### config.mk
export PLATFORM = sky130hd
export DESIGN_NAME = spfp_top
export DESIGN_NICKNAME = d
export VERILOG_FILES = /design/src/shared/spfp_pkg.sv /design/src/verilog/spfp_div_core.sv /design/src/verilog/spfp_top.sv
export VERILOG_INCLUDE_DIRS = /design/src /design/src/shared
export SDC_FILE = /design/constraint.sdc
export NUM_CORES = 1
export LEC_CHECK = 0
export ABC_AREA = 1
export BUFFER_PORTS_ARGS = -buffer_cell sky130_fd_sc_hd__buf_2
export CORE_ASPECT_RATIO = 0.8
export CORE_MARGIN = 8
export CORE_UTILIZATION = 40
export CTS_BUF_LIST = sky130_fd_sc_hd__clkbuf_16
export DETAILED_ROUTE_END_ITERATION = 10
export GPL_TIMING_DRIVEN = 1
export PLACE_DENSITY = 0.55
export SYNTH_ARGS = -nofsm -noshare
export SYNTH_HDL_FRONTEND = slang
export SYNTH_SLANG_ARGS = --single-unit
export TNS_END_PERCENT = 100
### constraint.sdc
create_clock -name sys_clk -period 11.2 [get_ports sys_clk]
set_input_delay 0.56 -clock sys_clk [delete_from_list [all_inputs] [get_ports sys_clk]]
set_output_delay 0.56 -clock sys_clk [all_outputs]
set_load 0.1 [all_outputs]
### src/shared/spfp_consts.svh
// Register addresses, field positions and reset values of the post divider block.
`ifndef SPFP_CONSTS_SVH
`define SPFP_CONSTS_SVH
`define SPFP_ADDR_PAGE      7'h7F
`define SPFP_ADDR_B_LO      8'h83
`define SPFP_ADDR_C_LO      8'h86
`define SPFP_REG_BYTES      3
`define SPFP_RST_B          24'h000002
`define SPFP_RST_C          24'h000040
`define SPFP_B_RATIO_MSB    22
`define SPFP_C_MODE_MSB     23
`define SPFP_C_MODE_LSB     20
`define SPFP_C_FRAME_CODE   4'hF
`define SPFP_C_TYPE_BIT     19
`define SPFP_C_POL_BIT      18
`define SPFP_C_SEL_MSB      17
`define SPFP_C_SEL_LSB      16
`define SPFP_C_PERIOD_MSB   15
`define SPFP_SEL_RSVD       2'h0
`define SPFP_SEL_A          2'h1
`define SPFP_SEL_SELF       2'h2
`define SPFP_SEL_D          2'h3
`endif

### src/shared/spfp_pkg.sv
// Types shared by the post divider block and its bench.
package spfp_pkg;
  // One access on the byte-wide control port, already de-serialised.
  typedef struct packed {
    logic [6:0] addr;   // Seven address bits; the page bit supplies the eighth.
    logic       wr_en;  // One-cycle write strobe.
    logic       rd_en;  // One-cycle read strobe.
    logic [7:0] wdata;  // Write byte.
  } spfp_req_s;

  // Output mode of divider C.
  typedef enum logic {
    SPFP_MODE_CLOCK,
    SPFP_MODE_FRAME
  } spfp_mode_e;
endpackage

### src/verilog/spfp_div_core.sv
// Tick-driven post divider producing a near 50% clock level.
`timescale 1ns/100ps
`default_nettype none
module spfp_div_core (
  input  wire logic        sys_clk,
  input  wire logic        arst_n,
  input  wire logic        tick,
  input  wire logic [23:0] ratio,
  output var  logic        clk_out
);
  import spfp_pkg::*;

  logic [23:0] cnt_ff;      // Position inside the current output period.
  logic [23:0] eff_ratio;   // Ratio with 1 promoted to 2.
  logic [23:0] nxt_cnt;     // Count after this tick.
  logic [23:0] high_len;    // Ticks spent high per period.

  // A ratio of 1 cannot be built from whole ticks, so it runs as 2.
  assign eff_ratio = (ratio == 24'h000001) ? 24'h000002 : ratio;
  assign nxt_cnt   = (cnt_ff >= eff_ratio - 24'h000001) ? 24'h000000 : cnt_ff + 24'h000001;
  // Odd ratios spend the shorter half high, so duty drops below 50% at small odd ratios.
  assign high_len  = eff_ratio >> 1;

  // Count ticks and derive the level; a zero ratio parks the output low.
  always_ff @(posedge sys_clk or negedge arst_n) begin
    if (!arst_n) begin
      cnt_ff  <= 24'h000000;
      clk_out <= 1'b0;
    end else if (ratio == 24'h000000) begin
      cnt_ff  <= 24'h000000;
      clk_out <= 1'b0;
    end else if (tick) begin
      cnt_ff  <= nxt_cnt;                   // [RULE1] [RULE4]
      clk_out <= (nxt_cnt < high_len);      // [RULE5]
    end
  end

  // Helper: ticks since the last rising edge of the output.
  // It is cleared together with the count so a parked divider restarts in step with it.
  logic [23:0] hi_run_ff;
  always_ff @(posedge sys_clk or negedge arst_n) begin
    if (!arst_n) begin
      hi_run_ff <= 24'h000000;
    end else if (ratio == 24'h000000) begin
      hi_run_ff <= 24'h000000;
    end else if (tick) begin
      hi_run_ff <= (nxt_cnt == 24'h000000) ? 24'h000000 : hi_run_ff + 24'h000001;
    end
  end
endmodule // spfp_div_core
`default_nettype wire

### src/verilog/spfp_top.sv
// Post dividers B and C with frame pulse generation behind the paged byte port.
`timescale 1ns/100ps
`default_nettype none
`include "spfp_consts.svh"

// How it works
// RULE1: Divider B divides synthesizer by bits 22:0.
// RULE2: Software keeps divider B bit 23 at zero.
// RULE3: Top nibble all ones gives repeating frame pulse.
// RULE4: Otherwise C outputs 50% clock, full ratio.
// RULE5: Odd small ratios may skew duty cycle.
// RULE6: Software prefers ratio 8 over ratio 7.
// RULE7: Bits 17:16 pick related clock, width one period.
// RULE8: Software never selects C as its own clock.
// RULE9: Bit 18 polarity, bit 19 boundary placement.
// RULE10: Software sets page bit before upper addresses.
// RULE11: Three bytes per register, low byte first.
module spfp_top (
  input  wire logic              sys_clk,
  input  wire logic              arst_n,
  input  wire spfp_pkg::spfp_req_s reg_req,
  output var  logic [7:0]        rd_data,
  input  wire logic              synth_tick,
  input  wire logic              rel_clk_a,
  input  wire logic              rel_clk_d,
  output var  logic              div_b_clk,
  output var  logic              div_c_out
);
  import spfp_pkg::*;

  logic        page_ff;        // Page select bit.
  logic [23:0] reg_b_ff;       // Divider B ratio register.
  logic [23:0] reg_c_ff;       // Divider C ratio or frame register.
  logic [7:0]  full_addr;      // Address with the page bit prepended.
  logic [7:0]  rd_mux;         // Read byte selected by the address.
  logic        page_hit;       // Access to the page register.
  logic [2:0]  b_hit;          // Per byte hits of register B.
  logic [2:0]  c_hit;          // Per byte hits of register C.

  // The page register answers at 0x7F on both pages; everything else uses the page bit.
  assign full_addr = {page_ff, reg_req.addr};
  assign page_hit  = (reg_req.addr == `SPFP_ADDR_PAGE);

  // One byte lane per generate pass: byte i of each register sits at base plus i.
  genvar gi;
  generate
    for (gi = 0; gi < `SPFP_REG_BYTES; gi++) begin : g_byte
      assign b_hit[gi] = !page_hit && (full_addr == `SPFP_ADDR_B_LO + 8'(gi));  // [RULE11]
      assign c_hit[gi] = !page_hit && (full_addr == `SPFP_ADDR_C_LO + 8'(gi));  // [RULE11]

      // Byte writes; bit 23 of B is stored but never used by the divider.
      always_ff @(posedge sys_clk or negedge arst_n) begin
        if (!arst_n) begin
          reg_b_ff[gi*8 +: 8] <= 8'(`SPFP_RST_B >> (gi*8));
          reg_c_ff[gi*8 +: 8] <= 8'(`SPFP_RST_C >> (gi*8));
        end else if (reg_req.wr_en) begin
          if (b_hit[gi]) begin
            reg_b_ff[gi*8 +: 8] <= reg_req.wdata;
          end
          if (c_hit[gi]) begin
            reg_c_ff[gi*8 +: 8] <= reg_req.wdata;
          end
        end
      end
    end
  endgenerate

  // Page bit write; only bit 0 is kept, the rest read as zero.
  always_ff @(posedge sys_clk or negedge arst_n) begin
    if (!arst_n) begin
      page_ff <= 1'b0;
    end else if (reg_req.wr_en && page_hit) begin
      page_ff <= reg_req.wdata[0];
    end
  end

  // Read decode; unmapped addresses read as zero.
  assign rd_mux = page_hit    ? {7'h00, page_ff} :
                  b_hit[0]    ? reg_b_ff[7:0]    :
                  b_hit[1]    ? reg_b_ff[15:8]   :
                  b_hit[2]    ? reg_b_ff[23:16]  :
                  c_hit[0]    ? reg_c_ff[7:0]    :
                  c_hit[1]    ? reg_c_ff[15:8]   :
                  c_hit[2]    ? reg_c_ff[23:16]  : 8'h00;

  // Read data is captured on the strobe and held until the next read.
  always_ff @(posedge sys_clk or negedge arst_n) begin
    if (!arst_n) begin
      rd_data <= 8'h00;
    end else if (reg_req.rd_en) begin
      rd_data <= rd_mux;
    end
  end

  // Divider B uses only the low 23 bits; bit 23 is the software's to keep clear.
  logic [23:0] ratio_b;        // Effective ratio of divider B.
  assign ratio_b = {1'b0, reg_b_ff[`SPFP_B_RATIO_MSB:0]};  // [RULE1] [RULE2]

  spfp_div_core u_div_b (
    .sys_clk (sys_clk),
    .arst_n  (arst_n),
    .tick    (synth_tick),
    .ratio   (ratio_b),
    .clk_out (div_b_clk)
  );

  // Divider C mode and frame fields.
  spfp_mode_e  c_mode;         // Clock or frame pulse.
  logic [1:0]  c_sel;          // Related clock code.
  logic [15:0] c_period;       // Related periods between pulses.
  logic        c_pol;          // Inverted polarity when set.
  logic        c_type;         // Boundary at pulse edge when set.
  logic [23:0] ratio_c;        // Ratio handed to the clock divider.
  logic        core_c;         // Clock-mode level of divider C.

  assign c_mode   = (reg_c_ff[`SPFP_C_MODE_MSB:`SPFP_C_MODE_LSB] == `SPFP_C_FRAME_CODE) ?
                    SPFP_MODE_FRAME : SPFP_MODE_CLOCK;                    // [RULE3]
  assign c_sel    = reg_c_ff[`SPFP_C_SEL_MSB:`SPFP_C_SEL_LSB];
  assign c_period = reg_c_ff[`SPFP_C_PERIOD_MSB:0];
  assign c_pol    = reg_c_ff[`SPFP_C_POL_BIT];
  assign c_type   = reg_c_ff[`SPFP_C_TYPE_BIT];
  // In frame mode the clock divider is parked so it burns no toggles.
  assign ratio_c  = (c_mode == SPFP_MODE_CLOCK) ? reg_c_ff : 24'h000000;  // [RULE4]

  spfp_div_core u_div_c (
    .sys_clk (sys_clk),
    .arst_n  (arst_n),
    .tick    (synth_tick),
    .ratio   (ratio_c),
    .clk_out (core_c)
  );

  // Related clock selection; reserved and self codes give no clock and clear the pulse logic.
  logic sel_ok;                // Code names a real related clock.
  logic rel_lvl;               // Selected related clock level.
  logic rel_prev_ff;           // Its value one cycle ago.
  logic rel_rise;              // Start of a related period.
  logic rel_fall;              // Middle of a related period.
  logic fp_last;               // Current related period ends at the frame boundary.
  logic [15:0] fcnt_ff;        // Related periods since the boundary.
  logic fp_ff;                 // Frame pulse, active high before polarity.

  assign rel_lvl  = (c_sel == `SPFP_SEL_A) ? rel_clk_a :
                    (c_sel == `SPFP_SEL_D) ? rel_clk_d : 1'b0;            // [RULE7] [RULE8]
  assign sel_ok   = (c_sel == `SPFP_SEL_A) || (c_sel == `SPFP_SEL_D);            // [RULE7]
  assign rel_rise = rel_lvl && !rel_prev_ff;
  assign rel_fall = !rel_lvl && rel_prev_ff;
  assign fp_last  = (fcnt_ff == c_period - 16'h0001);

  // Count related periods and place the pulse around the boundary.
  always_ff @(posedge sys_clk or negedge arst_n) begin
    if (!arst_n) begin
      rel_prev_ff <= 1'b0;
      fcnt_ff     <= 16'h0000;
      fp_ff       <= 1'b0;
    end else if (c_mode != SPFP_MODE_FRAME || c_period == 16'h0000 || !sel_ok) begin
      // A pulse left high by an earlier valid code would otherwise freeze on.
      rel_prev_ff <= rel_lvl;
      fcnt_ff     <= 16'h0000;
      fp_ff       <= 1'b0;
    end else begin
      rel_prev_ff <= rel_lvl;
      if (rel_rise) begin
        fcnt_ff <= fp_last ? 16'h0000 : fcnt_ff + 16'h0001;             // [RULE3]
      end
      // Edge type: pulse spans the first related period after the boundary.
      if (c_type && rel_rise) begin
        fp_ff <= fp_last;                                                // [RULE7] [RULE9]
      end
      // Centred type: pulse runs from the middle of the last period to the middle of the first.
      if (!c_type && rel_fall) begin
        fp_ff <= fp_last;                                                // [RULE9]
      end
    end
  end

  // Output select and polarity, registered so the pin comes from a flop.
  always_ff @(posedge sys_clk or negedge arst_n) begin
    if (!arst_n) begin
      div_c_out <= 1'b0;
    end else if (c_mode == SPFP_MODE_FRAME) begin
      div_c_out <= fp_ff ^ c_pol;                                        // [RULE9]
    end else begin
      div_c_out <= core_c;                                               // [RULE4]
    end
  end
endmodule // spfp_top
`default_nettype wire
# Word-level counts from Yosys, hierarchy flattened
# Cells that the tools add are included.
dict set report word_totals {
  word_cells 103
  reg_bits 126
  input_bits 22
  out_inout_bits 10
}
dict set report op_classes {
  n_eq_ne 13
  addsub 6
  reduce_logical 32
  bitwise_logic 2
  order_cmp 4
  mux 30
}
# operator count
set ops {}
lappend ops {{$mux W24} 8}
lappend ops {{$mux W8} 7}
lappend ops {{$add A24 B1 Y24 const B} 2}
lappend ops {{$eq A8 B8 Y1 const B} 6}
lappend ops {{$ge A24 B24 Y1} 2}
lappend ops {{$logic_not A24 Y1} 2}
lappend ops {{$lt A24 B23 Y1} 2}
lappend ops {{$mux W16} 3}
lappend ops {{$sub A24 B1 Y24 const B} 2}
lappend ops {{$eq A24 B1 Y1 const B} 1}
lappend ops {{$eq A23 B1 Y1 const B} 1}
lappend ops {{$mux W23} 1}
lappend ops {{$add A16 B1 Y16 const B} 1}
lappend ops {{$eq A16 B16 Y1} 1}
lappend ops {{$logic_not A16 Y1} 1}
lappend ops {{$sub A16 B1 Y16 const B} 1}
lappend ops {{$reduce_and A2 Y1} 6}
lappend ops {{$logic_and A1 B1 Y1} 11}
lappend ops {{$mux W1} 11}
lappend ops {{$eq A7 B7 Y1 const B} 1}
lappend ops {{$reduce_bool A2 Y1} 3}
lappend ops {{$logic_not A1 Y1} 5}
lappend ops {{$eq A4 B4 Y1 const B} 1}
lappend ops {{$logic_or A1 B1 Y1} 3}
lappend ops {{5 further kinds} 5}

# Depth between registers and ports, before layout
# Gate-level depths: netlist (run 1).
dict set report logic_depth {
  ltp_word 11
  ltp_mapped 42
  depth_no_buf 40
}

# Cells and area by module
# A second synthesis (run 1) with hierarchy kept.
dict set report unflattened {
  hier_cells 1615
  hier_area_um2 11237.0
}
# mod n_inst area_each_um2 cells_per_inst seq_area_each_um2
set modules_own_cells {}
lappend modules_own_cells {spfp_top 1 4648.2 640 1904.3}
lappend modules_own_cells {{spfp_div_core (u_div_c)} 1 3328.2 500 625.6}
lappend modules_own_cells {{spfp_div_core (u_div_b)} 1 3260.6 475 625.6}

# Worst setup path after synthesis (run 1)
# No wires, ideal clock.
dict set report synth_path {
  kind {reg-to-reg}
  startpoint {register reg_c_ff[21]}
  endpoint {register u_div_c.clk_out}
  path_stages_with_launch 41
  n_path_buf 2
  t_arrival_ns 5.059
  t_required_ns 11.134
  path_slack_ns 6.075
  period_less_slack_ns 5.125
  setup_time_ns 0.066
  path_cell_list {dfrtp_1 nand2_1 nor2_2 buf_6 nor2_4 nor2_2 nand2_1 nor2_1 nand2_1 nand2_2 ha_1 o21ai_1 nor2_4 nand4_2 nor3_4 nand3_1 nor2_2 nand2_1 [5 not listed] nor2_1 nand3_1 inv_1 a21oi_1 nand2_1 inv_1 clkbuf_1 nand3_1 inv_1 ha_1 a21oi_1 nor2_1 a211oi_1 o221a_2 nor2_1 nor2_1 nand4_1 nand2_1}
}
dict set report synth_between {
  elab_chain_len 11
  word_cells_on_any_way 13
  classes_between {add/sub (1); order compare (2); eq/ne (2); mux (6); reduce/logical (2)}
}
# element line
set synth_lines {}
lappend synth_lines {{from (decl)} spfp_top.sv:33} ;# logic [23:0] reg_c_ff;
lappend synth_lines {{from (signal, indexed assignment)} spfp_top.sv:55} ;# reg_c_ff[gi*8 +: 8] <= 8'(`SPFP_RST_C >> (gi*8));
lappend synth_lines {{from (signal, indexed assignment)} spfp_top.sv:61} ;# reg_c_ff[gi*8 +: 8] <= reg_req.wdata;
lappend synth_lines {{$eq A4 B4 Y1 (no line)} --}
lappend synth_lines {{$mux W1} spfp_top.sv:116} ;# assign c_mode = (reg_c_ff[`SPFP_C_MODE_MSB:`SPFP_C_MODE_LSB] == `SPFP_C_FRAME_CODE) ?
lappend synth_lines {{$mux W24 (*)} spfp_top.sv:123} ;# assign ratio_c = (c_mode == SPFP_MODE_CLOCK) ? reg_c_ff : 24'h000000;
lappend synth_lines {{$eq A24 B1 Y1} spfp_div_core.sv:19} ;# assign eff_ratio = (ratio == 24'h000001) ? 24'h000002 : ratio;
lappend synth_lines {{$mux W24} spfp_div_core.sv:19}
lappend synth_lines {{$sub A24 B1 Y24} spfp_div_core.sv:20} ;# assign nxt_cnt = (cnt_ff >= eff_ratio - 24'h000001) ? 24'h000000 : cnt_ff + 24'h000001;
lappend synth_lines {{$ge A24 B24 Y1} spfp_div_core.sv:20}
lappend synth_lines {{$mux W24} spfp_div_core.sv:20}
lappend synth_lines {{$lt A24 B23 Y1} spfp_div_core.sv:34} ;# clk_out <= (nxt_cnt < high_len);
lappend synth_lines {{$mux W1} spfp_div_core.sv:32} ;# end else if (tick) begin
lappend synth_lines {{$mux W1} spfp_div_core.sv:29} ;# end else if (ratio == 24'h000000) begin
lappend synth_lines {{to (signal assigned)} spfp_div_core.sv:34}
lappend synth_lines {{to (decl)} spfp_div_core.sv:9} ;# output var logic clk_out
# Mark *: on every way between the ends. The rest lies on a longest branch, timed or not. The select of a mux whose other input is x is not followed.
# A chain may end at the register's enable or synchronous reset.

# Worst setup path in the final report (run 1)
dict set report layout_path {
  startpoint {register reg_c_ff[20]}
  endpoint {register u_div_c.clk_out}
}
# Same word-level chain as after synthesis.

==> metrics.csv, run 1 <==
stage,metric,value,unit
floorplan,pin_count,32,
final_layout,antennaDiodeCount,0,
global_routing,grt_pass1_vias,9194,
clock_network,clk-insertion-delay-late,0.44,ns
final_layout,final_common_cell,nand2_1,
synth,avgSynthCellArea,7.10,sq um
final_layout,final_core_util,44.6,%
global_routing,grt_antenna_before_repair,0,
route,detail_route.wl_per_cell,16.6,microns
sta,rsz0062_at_grt,no,
clock_network,cts_buffer_depth,2,
floorplan,die_w,198,microns
sta,final.min_clock_period,6.99,ns
critical_path,cp_top_family,simple AND/OR/NAND/NOR gates,
synth,ys_warn_count,0,
sta,finalCritPeriodShare,62.4,%
final_layout,final_cell_mix,"nand2_1 (299), inv_1 (235), nor2_1 (139), dfrtp_1 (124), o21ai_0 (122)",
critical_path,setup.worst_path.end_class,flip-flop,
clock_network,cts_tree,done,
clock_network,htreeDepth,4,
critical_path,worst-path-buf-inv,3,
global_routing,grt_max_degree,72,
critical_path,slowest_delay,0.80,ns
placed_design,io_buffers,31,
critical_path,crit_fanout,22,
route,ant_nets,0,
synth,syn-num-nets,1607,
critical_path,start_kind,flip-flop,
synth,yosysSeqAreaShare,29.9,%
min_path,hp-class,in -> async,
route,num_vias,9803,
global_routing,overflow,0,
placed_design,place_hpwl,24800,microns
route,drt_iter0_markers,830,
floorplan,rows,53,
clock_network,hold_buffers,0,
sta,relSlewSlack,31.7,%
route,routed_wl,31300,microns
route,via_per_inst,5.21,
route,drc,0,
placed_design,place_congestion,0.891,
final_layout,drive_gt1_share,7.40,%
power_and_ir_drop,p_per_area,151,nW/um^2
clock_network,postCtsSetupRepairBufs,0,
sta,hold_violations,0,
route,dr.pass1.iters,6,
sta,skew,0.0120,ns
critical_path,worstPathRequired,11.57,ns
critical_path,rrSetupSlack,4.21,ns
clock_network,numClockSinks,126,
floorplan,die_area,31900,sq um
floorplan,initial_core_util,40.4,%
power_and_ir_drop,power_leakage,5.98,nW
outcome,outcome,completed,
sta,worst_pin_slew,1.02,ns
floorplan,coreArea,26100,sq um
sta,fmax,143,MHz
synth,synth_seq_cells,126,
critical_path,crit_arrival,7.36,ns
final_layout,area_growth_syn_to_layout,10.4,%
final_layout,nets,1633,
power_and_ir_drop,ir_drop,0.116,mV
synth,synthCells,1487,
synth,ys_types,53,
global_routing,grt_pass1_wl,50700,microns
synth,synthesis.area,10600,sq um
clock_network,root_buffer,clkbuf_16,
sta,drv_slew,0,
flow_run,maxCapViolCount,0,
sta,fin_setup_tns,0,ns
clock_network,cts_made_buffers,17,
critical_path,cp_slowest_cell,nor2_2,
global_routing,track_usage,20.0,%
clock_network,clkTransAtPathRegs,0.07,ns
clock_network,post_cts_resized,0,
critical_path,criticalPathCategory,reg -> reg,
floorplan,die_h,161,microns
sta,finalSetupViolCount,0,
[layout make-up]
class | instances | area [sq um]
fill | 2768 | 14500
multi-input combinational | 1091 | 6340
sequential | 126 | 3160
inverter | 243 | 915
tap | 357 | 447
clock buffer | 17 | 425
clock inverter | 15 | 186
timing repair buffer | 34 | 184
[cells in the mapped netlist (all sizes together)]
cell / instances / share of area (%)
a21oi: 44 / 2.1
dfrtp: 124 / 29
nand3b: 4 / 0.28
clkinv: 2 / 0.071
o221a: 1 / 0.11
nand3: 84 / 4.2
o31ai: 2 / 0.19
o32ai: 1 / 0.083
a221oi: 1 / 0.083
a21o: 5 / 0.36
o2111ai: 2 / 0.17
o22ai: 36 / 2.1
clkbuf: 17 / 0.60
a22o: 3 / 0.25
o211ai: 5 / 0.36
o221ai: 1 / 0.083
nor3: 42 / 2.3
a31oi: 2 / 0.12
inv: 241 / 8.6
nor4: 17 / 1.0
nand2: 310 / 11
a211oi: 4 / 0.28
a2111oi: 1 / 0.083
nor2: 152 / 5.8
dfstp: 2 / 0.50
or3: 1 / 0.059
o21ai: 126 / 6.1
ha: 98 / 12
xor2: 79 / 6.6
nand4: 50 / 3.0
xnor2: 12 / 1.0
or2: 4 / 0.24
buf: 10 / 0.76
and2: 1 / 0.059
o21bai: 2 / 0.14
and3: 1 / 0.059
[where the power goes]
group	total (W)	switching [W]	internal, W
registers	0.000538	0.0000457	0.000492
logic	0.000635	0.000428	0.000207
clock network	0.000590	0.000236	0.000354
total	0.00176	0.000710	0.00105
[worst reg2reg max path: cells and delay by family, from the launching register on]
family | cells | cell delay [ns]
AO/OA/AOI/OAI | 5 | 0.91
XOR/XNOR | 1 | 0.15
adder cells (fa/ha/maj) | 3 | 0.71
buffers and inverters | 3 | 0.72
flip-flops | 1 | 0.36
AND/OR/NAND/NOR | 26 | 4.10
[flip-flops by register name, indices dropped and copies added (netlist names)]
| name | cells |
|---|---|
| c_period | 16 |
| c_pol | 1 |
| c_sel | 2 |
| c_type | 1 |
| div_c_out | 1 |
| fcnt_ff | 16 |
| fp_ff | 1 |
| page_ff | 1 |
| ratio_b | 23 |
| rd_data | 8 |
| reg_b_ff | 1 |
| reg_c_ff | 4 |
| rel_prev_ff | 1 |
| u_div_b.clk_out | 1 |
| u_div_b.cnt_ff | 24 |
| u_div_c.clk_out | 1 |
| u_div_c.cnt_ff | 24 |
[metrics by stage]
stage / setup WS [ns] / total power [W] / hold WS [ns] / cell area (sq um) / std cells
2_1_floorplan: 6.07 / 0.00102 / 0.264 / 10600 / 1487
3_3_place_gp: 4.31 / 0.00117 / 0.464 / 11000 / 1851
3_5_place_dp: 4.33 / 0.00118 / 0.470 / 11000 / 1851
4_1_cts: 4.27 / 0.00177 / 0.123 / 11700 / 1883
5_1_grt: 3.58 / 0.00189 / 0.134 / 11700 / 1883
6_report: 4.21 / 0.00176 / 0.0918 / 11700 / 1883
[metal layers]
layer / GRT usage (%) / vias up / share of wire, %
li1: - / 4977 / -
met1: 30.6 / 4520 / 52
met2: 27.6 / 273 / 39
met3: 4.43 / 33 / 7.0
met4: 4.81 / 0 / 1.4
met5: 0 / - / 0
[cell families (layout without fill, tap and decap cells)]
kind of cell	count (synthesis)	count (layout)	share of synthesized area (%)
xor gates and xnor gates	91	91	7.55
adders and majority gates	98	98	11.6
AOI/OAI and AO/OA	236	236	12.6
and+or+nand+nor	666	666	28.3
buffers and inverters	270	309	10.0
DFF	126	126	29.9
[path summary, 6_finish.rpt]
path                                    from                  to  cells past startpoint
worst max-delay path            reg_c_ff[20]     u_div_c.clk_out                     38
worst min-delay path                  arst_n  u_div_b.cnt_ff[14]                      1
min in group sys_clk              reg_req[1]            c_sel[1]                      3
worst min register to register    rd_data[5]          rd_data[5]                      2
worst max register to register  reg_c_ff[20]     u_div_c.clk_out                     38
max in group asynchronous             arst_n          ratio_b[4]                      2
(Power assumes the default switching activity.)
==> run 2: changes to the inputs <==
--- a/config.mk
+++ b/config.mk
@@ -14,7 +14,7 @@
 export CTS_BUF_LIST = sky130_fd_sc_hd__clkbuf_16
 export DETAILED_ROUTE_END_ITERATION = 10
 export GPL_TIMING_DRIVEN = 1
-export PLACE_DENSITY = 0.55
+export PLACE_DENSITY = 0.57
 export SYNTH_ARGS = -nofsm -noshare
 export SYNTH_HDL_FRONTEND = slang
 export SYNTH_SLANG_ARGS = --single-unit
==> constraint.sdc (replaced) <==
create_clock -name sys_clk -period 6.4 [get_ports sys_clk]
set_input_delay 0.32 -clock sys_clk [delete_from_list [all_inputs] [get_ports sys_clk]]
set_output_delay 0.32 -clock sys_clk [all_outputs]
set_load 0.1 [all_outputs]
==> run 2 against run 1 <==
  * Setup slack got worse by 3.6 ns
  * Register-to-register slack got worse by 3.6 ns
  * Core utilization rose by 0.35 points
  * Total power rose by 72%
  * Clock power rose by 63%
  * Sequential power rose by 75%
  * Count of clock-buffer cells in the layout did not move
  * Routed wire length fell by 1.5%
==> metrics.csv, run 2 (synthesis gave the netlist of run 1 again) <==
stage,metric,value,unit
power_and_ir_drop,ir_drop,0.202,mV
final_layout,antennaDiodeCount,0,
route,drc,0,
floorplan,pin_count,32,
critical_path,crit_fanout,11,
sta,skew,0.0157,ns
placed_design,dp.cells,1854,
flow_run,maxCapViolCount,0,
global_routing,grt_pass1_wl,50200,microns
route,num_vias,9830,
clock_network,cts_made_buffers,17,
floorplan,die_w,198,microns
route,dr.pass1.iters,5,
critical_path,cp_slowest_cell,dfrtp_1,
clock_network,clkTransAtPathRegs,0.06,ns
global_routing,overflow,0,
final_layout,nets,1642,
sta,worst_pin_slew,1.01,ns
final_layout,area_growth_syn_to_layout,11.3,%
placed_design,io_buffers,31,
power_and_ir_drop,power_leakage,6.00,nW
clock_network,root_buffer,clkbuf_16,
power_and_ir_drop,p_per_area,259,nW/um^2
route,detail_route.wl_per_cell,16.3,microns
sta,relSlewSlack,32.1,%
route,via_per_inst,5.20,
sta,finalCritPeriodShare,91.1,%
global_routing,grt_use_met2,26.7,%
sta,final.min_clock_period,5.83,ns
placed_design,place_congestion,0.891,
outcome,outcome,completed,
clock_network,numClockSinks,126,
critical_path,crit_arrival,6.15,ns
sta,fin_setup_tns,0,ns
critical_path,criticalPathCategory,reg -> reg,
sta,hold_violations,0,
global_routing,grt_pass1_vias,9195,
floorplan,die_h,161,microns
global_routing,grt_antenna_before_repair,0,
sta,rsz0062_at_grt,no,
sta,fmax,172,MHz
global_routing,use_met3,3.31,%
clock_network,cts_buffer_depth,2,
floorplan,coreArea,26100,sq um
critical_path,setup.worst_path.end_class,flip-flop,
final_layout,final_common_cell,nand2_1,
route,ant_nets,0,
sta,drv_slew,0,
global_routing,met1_usage,31.3,%
clock_network,cts_tree,done,
final_layout,drive_gt1_share,8.27,%
final_layout,layout.cells.non_filler,1892,
clock_network,htreeDepth,4,
floorplan,die_area,31900,sq um
route,drt_iter0_markers,849,
floorplan,rows,53,
global_routing,track_usage,19.8,%
route,routed_wl,30800,microns
critical_path,start_kind,flip-flop,
final_layout,final_cell_mix,"nand2_1 (298), inv_1 (235), nor2_1 (139), dfrtp_1 (124), o21ai_0 (122)",
floorplan,initial_core_util,40.4,%
critical_path,slowest_delay,0.50,ns
sta,finalSetupViolCount,0,
clock_network,clk-insertion-delay-late,0.43,ns
critical_path,crit_path_frequent_cell,nand2_1,
min_path,hp-class,in -> reg,
global_routing,grt.busiest_layer,met1,
placed_design,place_hpwl,24400,microns
critical_path,worstPathRequired,6.72,ns
global_routing,grt_max_degree,71,
run 2: cell count changes in the layout (fill, tap and decap cells not counted), moves of 2 or more:
cell        change
buf_4           +8
clkinv_4        -4
clkinvlp_4      +4
nor4_1          -4
nor4_2          +3
clkinv_1        +2
run 2: routing by layer:
layer  vias to the layer above  share of wire (%)
li1                       4996                  -
met3                        31                5.9
met4                         0                1.5
met5                         -                  0
met2                       263                 39
met1                      4540                 53
run 2: final cells by class:
| type | count | area (sq um) |
|---|---|---|
| flip-flops and latches | 126 | 3160 |
| inverters | 243 | 918 |
| well taps | 357 | 447 |
| fillers | 2761 | 14400 |
| repair buffers | 43 | 254 |
| clock buffers | 17 | 425 |
| clock inverters | 15 | 144 |
| multi-input cells | 1091 | 6410 |
run 2: final timing paths:
kind	startpoint	to	depth (start not counted)	slack [ns]
max	ratio_b[16]	u_div_b.clk_out	30	0.57
min	reg_req[1]	c_sel[1]	3	0.11
max reg2reg	ratio_b[16]	u_div_b.clk_out	30	0.57
min reg2reg	rd_data[6]	rd_data[6]	2	0.48
max in group asynchronous	arst_n	fcnt_ff[7]	3	4.64
min in group asynchronous	arst_n	u_div_b.clk_out	2	0.44
run 2: per-stage QoR:
step,hold slack [ns],util [%],setup slack (ns),cell area (sq um),total power [W]
3_5_place_dp,0.341,42.4,-0.0538,11100,0.00207
4_1_cts,0.0964,44.6,0.0627,11600,0.00304
6_report,0.110,45.0,0.571,11800,0.00304
3_3_place_gp,0.336,42.4,-0.00498,11100,0.00205
2_1_floorplan,0.0244,-,1.27,10600,0.00179
5_1_grt,0.107,45.0,0.0407,11800,0.00327
run 2: what timing repair did:
action | 4_1_cts | 5_1_grt
hold buffers | 1 | 0
gates resized for setup | 1 | 13
endpoints found under the hold margin | 56 | 0
pin swaps | 0 | 1
buffers inserted | 0 | 5
setup endpoints to repair | 1 | 2
run 2: where the power goes:
group          leakage, nW  internal, W  switching [W]  total [W]
sequential            1.68     0.000862      0.0000796   0.000941
clock                0.276     0.000570       0.000391   0.000961
combinational         4.05     0.000374       0.000763    0.00114
run 2: critical path: cells and delay by family (launching register included):
kind	cells	cell delay [ns]
AO/OA/AOI/OAI	5	0.85
XOR/XNOR	1	0.21
adder cells (fa/ha/maj)	3	0.63
buffers and inverters	3	0.41
flip-flops	1	0.50
AND/OR/NAND/NOR	18	3.13
